File: src/rtl/link_cfg_params.svh
// Purpose: constants for the channel pair, sync header and resync config
// Assumes: register port with 10-bit byte offsets, 8-bit data
// Notes:   offsets are kept as printed; the channel register offset is ours
// Overview of operation
// Single-channel bit set runs only channel A; software keeps A/B on.
// C/D pair bit turns channels C and D on, resets to one.
// A/B pair bit turns channels A and B on, resets to one.
// Software clears calibration and link enable before changing pairs.
// Software never clears every channel enable to power down.
// One pair off gives lanes ceil(full/2) and converters full/2.
// Odd full lane count with one pair off pads the highest lane.
// A/B off moves C and D samples into the A and B frame slots.
// Two-bit header kind: 0 sends CRC-12, 2 sends FEC, 1 and 3 reserved.
// Header kind acts only when the link format is a 64B/66B mode.
// All command fields of the sync word are sent as zero.
// The active-low sync input is sampled every link clock cycle.
// A request needs threshold plus one consecutive low samples.
// Shorter low pulses are error reports and are ignored.
// Receiver should not report errors; threshold zero is fastest.
// Header kind and threshold change only with the link disabled.
// Software writes zero into every reserved bit.
`ifndef LINK_CFG_PARAMS_SVH
`define LINK_CFG_PARAMS_SVH
`define ADDR_PAIR_SELECT   10'h209
`define ADDR_HEADER_KIND   10'h20F
`define ADDR_RESYNC_COUNT  10'h210
`define RST_PAIR_SELECT    8'h03
`define RST_HEADER_KIND    8'h00
`define RST_RESYNC_COUNT   8'h03
`define BIT_LOWER_PAIR     0
`define BIT_UPPER_PAIR     1
`define BIT_ONE_CHANNEL    2
`define HDR_CRC12          2'h0
`define HDR_FEC            2'h2
`endif

File: src/rtl/link_cfg_pkg.sv
// Purpose: types shared by the link configuration block
// Assumes: nothing beyond the params header
// Notes:   header kinds as sent on the sync word
package link_cfg_pkg;
	typedef enum logic [1:0] {
		hdr_crc12,
		hdr_fec,
		hdr_none
	} sync_word_kind_t;
	typedef enum logic [1:0] {
		watch_idle,
		watch_low,
		watch_held
	} resync_state_t;
endpackage

File: src/rtl/resync_filter_if.sv
// Purpose: carries threshold and request between control and filter
// Assumes: single clock domain
// Notes:   request is a one-cycle pulse
`timescale 1ns/100ps
interface resync_filter_if;
	logic [4:0] threshold;
	logic       request;
	logic       error_seen;
	logic       sync_level;
	modport ctrl (output threshold, input request, error_seen, sync_level);
	modport filt (input threshold, output request, error_seen, sync_level);
endinterface

File: src/rtl/link_channel_cfg.sv
// Purpose: channel pair enables, sync header kind and resync filtering
// Assumes: register port reads return data one cycle after the strobe
// Notes:   lane and converter scaling and slot mapping driven as outputs
//
// Implementation choice: the address-and-strobe port.
`timescale 1ns/100ps
`include "link_cfg_params.svh"
module link_channel_cfg
	import link_cfg_pkg::*;
#(
	parameter int FULL_LANES = 8,
	parameter int FULL_CONVS = 8
) (
	input  wire logic        mclk,
	input  wire logic        sys_rst,
	input  wire logic [9:0]  reg_addr,
	input  wire logic [7:0]  reg_wdata,
	input  wire logic        reg_write,
	input  wire logic        reg_read,
	output logic      [7:0]  reg_rdata,
	input  wire logic        link_format_is_66b,
	input  wire logic        link_transmit_on,
	input  wire logic        sync_n,
	output logic             ch_a_on,
	output logic             ch_b_on,
	output logic             ch_c_on,
	output logic             ch_d_on,
	output logic      [3:0]  active_lanes,
	output logic      [3:0]  active_convs,
	output logic             pad_tail_bits,
	output logic             upper_in_lower_slots,
	output logic      [1:0]  sync_word_kind,
	output logic      [7:0]  sync_cmd_field,
	output logic             resync_request,
	output logic             sync_error_seen
);
	// Counts must fit the four-bit outputs; converters come in pairs
	if (FULL_LANES < 1 || FULL_LANES > 15 || FULL_CONVS < 2 ||
	    FULL_CONVS > 15 || (FULL_CONVS % 2) != 0) begin : g_bad_counts
		$error("unsupported lane or converter count");
	end

	logic [7:0]    pair_select;
	logic [7:0]    header_reg;
	logic [7:0]    resync_reg;
	logic          one_channel_only;
	logic          upper_pair_on;
	logic          lower_pair_on;
	logic          half_mode;
	logic          sync_level;
	resync_filter_if fi ();

	// Read decode, also used for write targeting
	function automatic logic [1:0] decode(input logic [9:0] a);
		case (a)
			`ADDR_PAIR_SELECT:  decode = 2'h1;
			`ADDR_HEADER_KIND:  decode = 2'h2;
			`ADDR_RESYNC_COUNT: decode = 2'h3;
			default:            decode = 2'h0;
		endcase
	endfunction

	// Channel pair register; reserved bits held at zero
	always_ff @(posedge mclk or posedge sys_rst) begin
		if (sys_rst)
			pair_select <= `RST_PAIR_SELECT;
		else if (reg_write && decode(reg_addr) == 2'h1)
			pair_select <= {5'h00, reg_wdata[2:0]};
	end

	// Header kind register; written only with link off by software
	always_ff @(posedge mclk or posedge sys_rst) begin
		if (sys_rst)
			header_reg <= `RST_HEADER_KIND;
		else if (reg_write && decode(reg_addr) == 2'h2)
			header_reg <= {6'h00, reg_wdata[1:0]};
	end

	// Threshold register, five bits used
	always_ff @(posedge mclk or posedge sys_rst) begin
		if (sys_rst)
			resync_reg <= `RST_RESYNC_COUNT;
		else if (reg_write && decode(reg_addr) == 2'h3)
			resync_reg <= {3'h0, reg_wdata[4:0]};
	end

	// Read data stands only in the cycle after the strobe
	always_ff @(posedge mclk or posedge sys_rst) begin
		if (sys_rst)
			reg_rdata <= 8'h00;
		else if (reg_read) begin
			case (decode(reg_addr))
				2'h1:    reg_rdata <= pair_select;
				2'h2:    reg_rdata <= header_reg;
				2'h3:    reg_rdata <= resync_reg;
				default: reg_rdata <= 8'h00;
			endcase
		end else
			reg_rdata <= 8'h00;
	end

	assign one_channel_only = pair_select[`BIT_ONE_CHANNEL];
	assign upper_pair_on    = pair_select[`BIT_UPPER_PAIR];
	assign lower_pair_on    = pair_select[`BIT_LOWER_PAIR];

	// Channel enables; all-off is undefined and not guarded
	always_ff @(posedge mclk or posedge sys_rst) begin
		if (sys_rst) begin
			ch_a_on <= 1'b1;
			ch_b_on <= 1'b1;
			ch_c_on <= 1'b1;
			ch_d_on <= 1'b1;
		end else begin
			ch_a_on <= lower_pair_on;
			ch_b_on <= lower_pair_on && !one_channel_only;
			ch_c_on <= upper_pair_on && !one_channel_only;
			ch_d_on <= upper_pair_on && !one_channel_only;
		end
	end

	assign half_mode = !(lower_pair_on && upper_pair_on);

	// Lane and converter scaling, slot remap and tail padding
	always_ff @(posedge mclk or posedge sys_rst) begin
		if (sys_rst) begin
			active_lanes         <= 4'(FULL_LANES);
			active_convs         <= 4'(FULL_CONVS);
			pad_tail_bits        <= 1'b0;
			upper_in_lower_slots <= 1'b0;
		end else begin
			active_lanes  <= half_mode ? 4'((FULL_LANES + 1) / 2)
			                           : 4'(FULL_LANES);
			active_convs  <= half_mode ? 4'(FULL_CONVS / 2)
			                           : 4'(FULL_CONVS);
			pad_tail_bits <= half_mode && (FULL_LANES % 2 == 1);
			upper_in_lower_slots <= !lower_pair_on;
		end
	end

	// Header kind only meaningful in 64B/66B formats; reserved gives none
	always_ff @(posedge mclk or posedge sys_rst) begin
		if (sys_rst)
			sync_word_kind <= hdr_none;
		else if (!link_format_is_66b)
			sync_word_kind <= hdr_none;
		else if (header_reg[1:0] == `HDR_CRC12)
			sync_word_kind <= hdr_crc12;
		else if (header_reg[1:0] == `HDR_FEC)
			sync_word_kind <= hdr_fec;
		else
			sync_word_kind <= hdr_none;
	end

	// No command support: idle headers always
	assign sync_cmd_field = 8'h00;

	assign fi.threshold = resync_reg[4:0];

	resync_filter u_filter (
		.mclk    (mclk),
		.sys_rst (sys_rst),
		.sync_n  (sync_n),
		.fi      (fi)
	);

	// Requests only matter while transmitting
	assign resync_request  = fi.request && link_transmit_on;
	assign sync_error_seen = fi.error_seen;
	assign sync_level      = fi.sync_level;

	// Single-channel mode keeps only channel A running, and A only while the A/B pair bit is set
	a_single_mode: assert property (
		@(posedge mclk) disable iff (sys_rst)
		one_channel_only
		|=> !ch_b_on && !ch_c_on && !ch_d_on)
		else $error("single mode leaves a channel on");

	a_single_keeps_a: assert property (
		@(posedge mclk) disable iff (sys_rst)
		one_channel_only && lower_pair_on
		|=> ch_a_on)
		else $error("channel a lost in single mode");

	// Each pair bit turns its two channels off one cycle later, and on only with single-channel mode off
	a_upper_pair: assert property (
		@(posedge mclk) disable iff (sys_rst)
		!upper_pair_on
		|=> !ch_c_on && !ch_d_on)
		else $error("upper pair not off");

	a_upper_on: assert property (
		@(posedge mclk) disable iff (sys_rst)
		upper_pair_on && !one_channel_only
		|=> ch_c_on && ch_d_on)
		else $error("upper pair not on");

	a_lower_pair: assert property (
		@(posedge mclk) disable iff (sys_rst)
		!lower_pair_on
		|=> !ch_a_on && !ch_b_on)
		else $error("lower pair not off");

	a_lower_on: assert property (
		@(posedge mclk) disable iff (sys_rst)
		lower_pair_on && !one_channel_only
		|=> ch_a_on && ch_b_on)
		else $error("lower pair not on");

	// Half mode halves converters and rounds the lane count up
	a_lane_scale: assert property (
		@(posedge mclk) disable iff (sys_rst)
		half_mode
		|=> active_lanes == 4'((FULL_LANES + 1) / 2))
		else $error("lane count not scaled");

	a_conv_scale: assert property (
		@(posedge mclk) disable iff (sys_rst)
		half_mode
		|=> active_convs == 4'(FULL_CONVS / 2))
		else $error("converter count not scaled");

	a_lane_full: assert property (
		@(posedge mclk) disable iff (sys_rst)
		!half_mode
		|=> active_lanes == 4'(FULL_LANES))
		else $error("lane count not full");

	a_conv_full: assert property (
		@(posedge mclk) disable iff (sys_rst)
		!half_mode
		|=> active_convs == 4'(FULL_CONVS))
		else $error("converter count not full");

	// Tail padding only for an odd lane count in half mode
	a_pad_tail: assert property (
		@(posedge mclk) disable iff (sys_rst)
		half_mode && FULL_LANES % 2 == 1
		|=> pad_tail_bits)
		else $error("tail bits missing");

	a_pad_none: assert property (
		@(posedge mclk) disable iff (sys_rst)
		!half_mode || FULL_LANES % 2 == 0
		|=> !pad_tail_bits)
		else $error("tail bits without need");

	// C and D samples take the A and B slots only with A/B off
	a_slot_remap: assert property (
		@(posedge mclk) disable iff (sys_rst)
		!lower_pair_on
		|=> upper_in_lower_slots)
		else $error("upper samples not moved");

	a_slot_keep: assert property (
		@(posedge mclk) disable iff (sys_rst)
		lower_pair_on
		|=> !upper_in_lower_slots)
		else $error("upper samples moved needlessly");

	// Header kind follows the code only in 64B/66B formats
	a_header_gate: assert property (
		@(posedge mclk) disable iff (sys_rst)
		!link_format_is_66b
		|=> sync_word_kind == hdr_none)
		else $error("header kind outside 66b mode");

	// Reset term: the kind register still shows none at the release edge
	a_crc_kind: assert property (
		@(posedge mclk) disable iff (sys_rst)
		!sys_rst && link_format_is_66b && header_reg[1:0] == `HDR_CRC12
		|=> sync_word_kind == hdr_crc12)
		else $error("crc not selected");

	a_fec_kind: assert property (
		@(posedge mclk) disable iff (sys_rst)
		link_format_is_66b && header_reg[1:0] == 2'h2
		|=> sync_word_kind == hdr_fec)
		else $error("fec not selected");

	a_reserved_kind: assert property (
		@(posedge mclk) disable iff (sys_rst)
		link_format_is_66b && header_reg[0]
		|=> sync_word_kind == hdr_none)
		else $error("reserved code sends a header");

	a_cmd_idle: assert property (
		@(posedge mclk) disable iff (sys_rst)
		1'b1
		|-> sync_cmd_field == 8'h00)
		else $error("command field not idle");

	// Writes land one cycle later with reserved bits forced to zero
	a_pair_write: assert property (
		@(posedge mclk) disable iff (sys_rst)
		reg_write && reg_addr == `ADDR_PAIR_SELECT
		|=> pair_select == {5'h00, $past(reg_wdata[2:0])})
		else $error("pair register write lost");

	a_header_write: assert property (
		@(posedge mclk) disable iff (sys_rst)
		reg_write && reg_addr == `ADDR_HEADER_KIND
		|=> header_reg == {6'h00, $past(reg_wdata[1:0])})
		else $error("header register write lost");

	a_count_write: assert property (
		@(posedge mclk) disable iff (sys_rst)
		reg_write && reg_addr == `ADDR_RESYNC_COUNT
		|=> resync_reg == {3'h0, $past(reg_wdata[4:0])})
		else $error("threshold register write lost");

	a_reserved_zero: assert property (
		@(posedge mclk) disable iff (sys_rst)
		1'b1
		|-> pair_select[7:3] == 5'h00 && header_reg[7:2] == 6'h00 &&
		resync_reg[7:5] == 3'h0)
		else $error("reserved bit set");

	// Read data stand in the cycle after the strobe
	a_read_pair: assert property (
		@(posedge mclk) disable iff (sys_rst)
		reg_read && reg_addr == `ADDR_PAIR_SELECT
		|=> reg_rdata == $past(pair_select))
		else $error("pair register read wrong");

	a_read_header: assert property (
		@(posedge mclk) disable iff (sys_rst)
		reg_read && reg_addr == `ADDR_HEADER_KIND
		|=> reg_rdata == $past(header_reg))
		else $error("header register read wrong");

	a_read_count: assert property (
		@(posedge mclk) disable iff (sys_rst)
		reg_read && reg_addr == `ADDR_RESYNC_COUNT
		|=> reg_rdata == $past(resync_reg))
		else $error("threshold register read wrong");

	// The sync level is taken on every edge, requests only after a low
	a_sync_sample: assert property (
		@(posedge mclk) disable iff (sys_rst)
		1'b1
		|=> sync_level == $past(sync_n))
		else $error("sync not sampled");

	a_req_on_low: assert property (
		@(posedge mclk) disable iff (sys_rst)
		fi.request
		|-> !$past(sync_n))
		else $error("request without a low sample");

	c_half: cover property (@(posedge mclk) disable iff (sys_rst) half_mode);
	c_single: cover property (@(posedge mclk) disable iff (sys_rst)
		one_channel_only);
	c_resync: cover property (@(posedge mclk) disable iff (sys_rst)
		resync_request);
endmodule // link_channel_cfg

File: src/rtl/resync_filter.sv
// Purpose: filters the active-low sync input into resync requests
// Assumes: sync_n synchronous to mclk, which stands in for the link clock
// Notes:   one request per low run; error pulses only flagged
`timescale 1ns/100ps
module resync_filter
	import link_cfg_pkg::*;
(
	input  wire logic          mclk,
	input  wire logic          sys_rst,
	input  wire logic          sync_n,
	resync_filter_if.filt      fi
);
	logic [5:0]    low_run;
	resync_state_t state;
	logic          req_q;
	logic          err_q;
	logic          lvl_q;

	// Count consecutive low samples, every cycle
	always_ff @(posedge mclk or posedge sys_rst) begin
		if (sys_rst)
			low_run <= 6'h00;
		else if (sync_n)
			low_run <= 6'h00;
		else if (low_run != 6'h3F)
			low_run <= low_run + 6'h01;
	end

	// Request fires once when run reaches threshold plus one
	always_ff @(posedge mclk or posedge sys_rst) begin
		if (sys_rst) begin
			state <= watch_idle;
			req_q <= 1'b0;
			err_q <= 1'b0;
		end else begin
			req_q <= 1'b0;
			err_q <= 1'b0;
			case (state)
				watch_idle: begin
					if (!sync_n) begin
						if (fi.threshold == 5'h00) begin
							req_q <= 1'b1;
							state <= watch_held;
						end else
							state <= watch_low;
					end
				end
				watch_low: begin
					if (sync_n) begin
						err_q <= 1'b1; // Short pulse dropped
						state <= watch_idle;
					end else if (low_run == {1'b0, fi.threshold}) begin
						req_q <= 1'b1;
						state <= watch_held;
					end
				end
				watch_held: begin
					if (sync_n)
						state <= watch_idle;
				end
				default: state <= watch_idle;
			endcase
		end
	end

	// Sampled level, 1 while deasserted
	always_ff @(posedge mclk or posedge sys_rst) begin
		if (sys_rst)
			lvl_q <= 1'b1;
		else
			lvl_q <= sync_n;
	end

	assign fi.request    = req_q;
	assign fi.error_seen = err_q;
	assign fi.sync_level = lvl_q;

	// Request exactly after threshold plus one lows
	a_req_after_run: assert property (
		@(posedge mclk) disable iff (sys_rst)
		$rose(req_q) |-> low_run == {1'b0, fi.threshold} + 6'h01)
		else $error("request without full low run");
	// Error only for a run that ended at or below the threshold
	a_err_short_run: assert property (
		@(posedge mclk) disable iff (sys_rst)
		err_q |-> $past(low_run) != 6'h00 &&
		$past(low_run) <= {1'b0, fi.threshold})
		else $error("error flagged on a full low run");
	a_req_once: assert property (
		@(posedge mclk) disable iff (sys_rst)
		req_q |=> !req_q)
		else $error("request longer than one cycle");
	c_request: cover property (@(posedge mclk) disable iff (sys_rst) req_q);
	c_error: cover property (@(posedge mclk) disable iff (sys_rst) err_q);
endmodule // resync_filter

File: config.mk
export PLATFORM = sky130hd
export DESIGN_NAME = link_channel_cfg
export DESIGN_NICKNAME = d
export VERILOG_FILES = /design/src/rtl/link_cfg_pkg.sv /design/src/rtl/resync_filter_if.sv /design/src/rtl/link_channel_cfg.sv /design/src/rtl/resync_filter.sv
export VERILOG_INCLUDE_DIRS = /design/src /design/src/rtl
export SDC_FILE = /design/constraint.sdc
export NUM_CORES = 1
export LEC_CHECK = 0
export BUFFER_PORTS_ARGS = -buffer_cell sky130_fd_sc_hd__buf_2
export CAP_MARGIN = 20
export CORE_ASPECT_RATIO = 0.5
export CORE_MARGIN = 1.5
export CORE_UTILIZATION = 44
export DETAILED_ROUTE_END_ITERATION = 10
export PLACE_DENSITY = 0.75
export SLEW_MARGIN = 20
export SYNTH_ARGS = -nofsm -noshare
export SYNTH_HDL_FRONTEND = slang
export SYNTH_SLANG_ARGS = --single-unit
export TNS_END_PERCENT = 100
File: constraint.sdc
create_clock -name mclk -period 1.23 [get_ports mclk]
set_clock_uncertainty 0.1 [all_clocks]
set_input_delay 0.123 -clock mclk [delete_from_list [all_inputs] [get_ports mclk]]
set_output_delay 0.123 -clock mclk [all_outputs]
set_load 0.05 [all_outputs]
==> qor.txt <==
Status - complete, but fails checks
Failing checks - negative setup slack
HPWL Detailed - 2549 µm
Critical Path Source Type - register
# diodes - 0
Vias - 1,332
Mapped Avg Cell Area - 11.24 µm²
Util after Layout - 64.81%
GR Util met3 - 3.398%
Smallest setup slack after layout - -0.1430 ns
IO Count - 59
Maximum buffer depth of the clock tree - 2
Largest register FFs - 6
Synth warn - 0
Largest net degree at the start of global routing - 34
# port buffers - 39
Internal - 1.649 mW
Vias/cell - 5.008
Register bit count reported by yosys - 33
Clk sinks - 33
Fin. Hold Viols - 0
Core Area - 0.003566 mm²
Die X - 90.82 µm
Sequential fraction of the synthesis area - 49.34%
Share of layout cells above drive strength 1 - 52.09%
TritonCTS Buffers - 5
EDFF count, synth - 0
DRC viols - 0
Pins Over Slew Limit - 0
Met1 Usage GRT - 20.68%
Htree depth - 2
Starting Density - 47.58%
Async SR Flop Fraction - 100.0%
CP required - 1.30 ns
Met2 Usage GRT - 34.89%
HP Class - input pin to register
Grt peak-use layer - met2
Final worst path period share - 111.6%
Sequential Power Share - 49.8%
Max-cap violations - 0
Fin Hold WS - 0.003990 ns
Fin nets - 240
CTS tree - built
Fmax - 728.3 MHz
Cell variety after synth - 39
Tot GR Track Use - 18.03%
Final WL - 3747 µm
Synth top area share - 35.40%
Worst VDD drop - 429.0 µV
Yosys top cell by area - dfrtp_1
Clk slew on worst S/H paths - 0.06 ns
Initial antenna violation count - 0
Die height - 46.91 µm
Top post-synthesis cells by area - dfrtp_1 (35%), dfstp_2 (14%), buf_4 (8.4%), mux2_2 (5.3%), xnor2_1 (3.1%)
Remaining global-route overflow - 0
Routability cong. - 0.8614
Root buffer cell - clkbuf_8
Switching Share - 28.15%
Crit path DAT - 1.44 ns
Worst setup path class - register to register
Routed length per instance - 14.09 µm
Die area - 0.004260 mm²
# rows - 15
P per Cell Area - 993.0 mW/mm²
Syn Inst Count - 151
ANT nets after route - 0
Worst-path fanout max - 3
Layout area overhead - 36.21%
Main flop type after synthesis - dfrtp_1
Leakage Power - 1.089 nW
TritonRoute pass-1 iters - 4
Crit. End Element - register
Initial DRC Count - 27
RSZ-0062 raised after global routing - true
First-pass GRT wire length - 5761 µm
Sw power - 645.9 µW
Vias in the first global route - 1,261
Clock share of power - 33.3%
Worst skew pair latency - 0.28 ns
Endpoints failing setup - 10
Post-layout min period - 1.373 ns
Combinational power share - 16.9%
Tot Pwr - 2.295 mW
Syn Std Cell Area - 0.001697 mm²
[routing by layer]
layer	up-vias	part of all wire, %
li1	633	-
met1	636	41
met2	52	51
met3	11	5.6
met4	0	2.4
met5	-	0
[cell families after synthesis]
family                   share of synthesized area (%)
AND/OR/NAND/NOR                                  20.43
flip-flops                                       49.34
buffers and inverters                            12.02
AO/OA/AOI/OAI                                    7.522
multiplexers                                     6.637
XOR/XNOR                                         3.097
adder cells (fa/ha/maj)                         0.7373
other                                           0.2210
[layout by cell type (no fill, tap or decap), drive strengths merged, types with 3 or more instances in the layout]
cell / Yosys / routed
a21oi: 3 / 3
and3: 7 / 7
buf: 22 / 60
clkbuf: 2 / 7
conb: 1 / 16
dfrtp: 24 / 24
dfstp: 9 / 9
dlygate4sd3: 0 / 5
inv: 7 / 7
mux2: 10 / 10
nand2: 6 / 6
nand3: 4 / 4
nand4: 9 / 9
nor2: 5 / 5
nor3: 6 / 6
nor3b: 6 / 6
xnor2: 6 / 6
[worst max-delay path: stages, from the launching register on]
cell,delay [ns]
dfstp_2,0.61
xnor2_2,0.14
nand4_1,0.17
o211a_1,0.25
[synthesized netlist by cell type (all sizes together), types with 3 or more instances]
cell and n:
dfrtp 24, buf 22, mux2 10, dfstp 9
nand4 9, and3 7, inv 7, nand2 6
nor3 6, nor3b 6, xnor2 6, nor2 5
nand3 4, a21oi 3
[stage by stage]
step | worst slack [ns] | cell area (µm²) | cells | setup TNS (ns)
2_1_floorplan | -0.1077 | 1785 | 166 | -0.4037
3_3_place_gp | -0.1095 | 2014 | 251 | -1.070
3_5_place_dp | -0.1375 | 2014 | 251 | -1.676
4_1_cts | -0.08867 | 2226 | 265 | -0.4205
5_1_grt | -0.1861 | 2311 | 266 | -1.390
6_report | -0.1430 | 2311 | 266 | -0.8965
[cell type report]
type | instances | area, µm²
clock buffers | 7 | 76.32
clock inverters | 1 | 5.005
fillers | 266 | 1255
inverters | 7 | 26.28
multi-input cells | 102 | 843.3
flip-flops and latches | 33 | 842.1
well taps | 51 | 63.81
repair buffers | 65 | 454.2
[repair_timing]
action,in CTS,in global routing
buffers inserted,1,1
endpoints found under the hold margin,39,0
resized for setup,20,16
gates cloned,0,0
endpoints found under the setup margin,18,16
hold buffers,5,0
pin swaps,8,6
[power by group through the flow]
stage          combinational (mW)  sequential (mW)  clock (mW)
5_1_grt                     0.412             1.14       0.823
3_3_place_gp                0.326             1.15           0
4_1_cts                     0.373             1.14       0.767
6_report                    0.389             1.14       0.764
3_5_place_dp                0.338             1.15           0
2_1_floorplan               0.265             1.17           0
[final timing paths]
| check | from | to | slack [ns] | cells after the start |
|---|---|---|---|---|
| max | resync_reg[0]$_DFFE_PP1P_ | u_filter.state[0]$_DFFE_PP0P_ | -0.14 | 3 |
| min | reg_wdata[1] | resync_reg[1]$_DFFE_PP1P_ | 0.004 | 2 |
| max reg2reg | resync_reg[0]$_DFFE_PP1P_ | u_filter.state[0]$_DFFE_PP0P_ | -0.14 | 3 |
| min reg2reg | pair_select[2]$_DFFE_PP0P_ | ch_b_on$_DFF_PP1_ | 0.37 | 1 |
| max in group asynchronous | sys_rst | resync_reg[0]$_DFFE_PP1P_ | 0.47 | 4 |
| min in group asynchronous | sys_rst | u_filter.fi.error_seen$_DFF_PP0_ | 0.31 | 4 |
(Power assumes the default switching activity.)
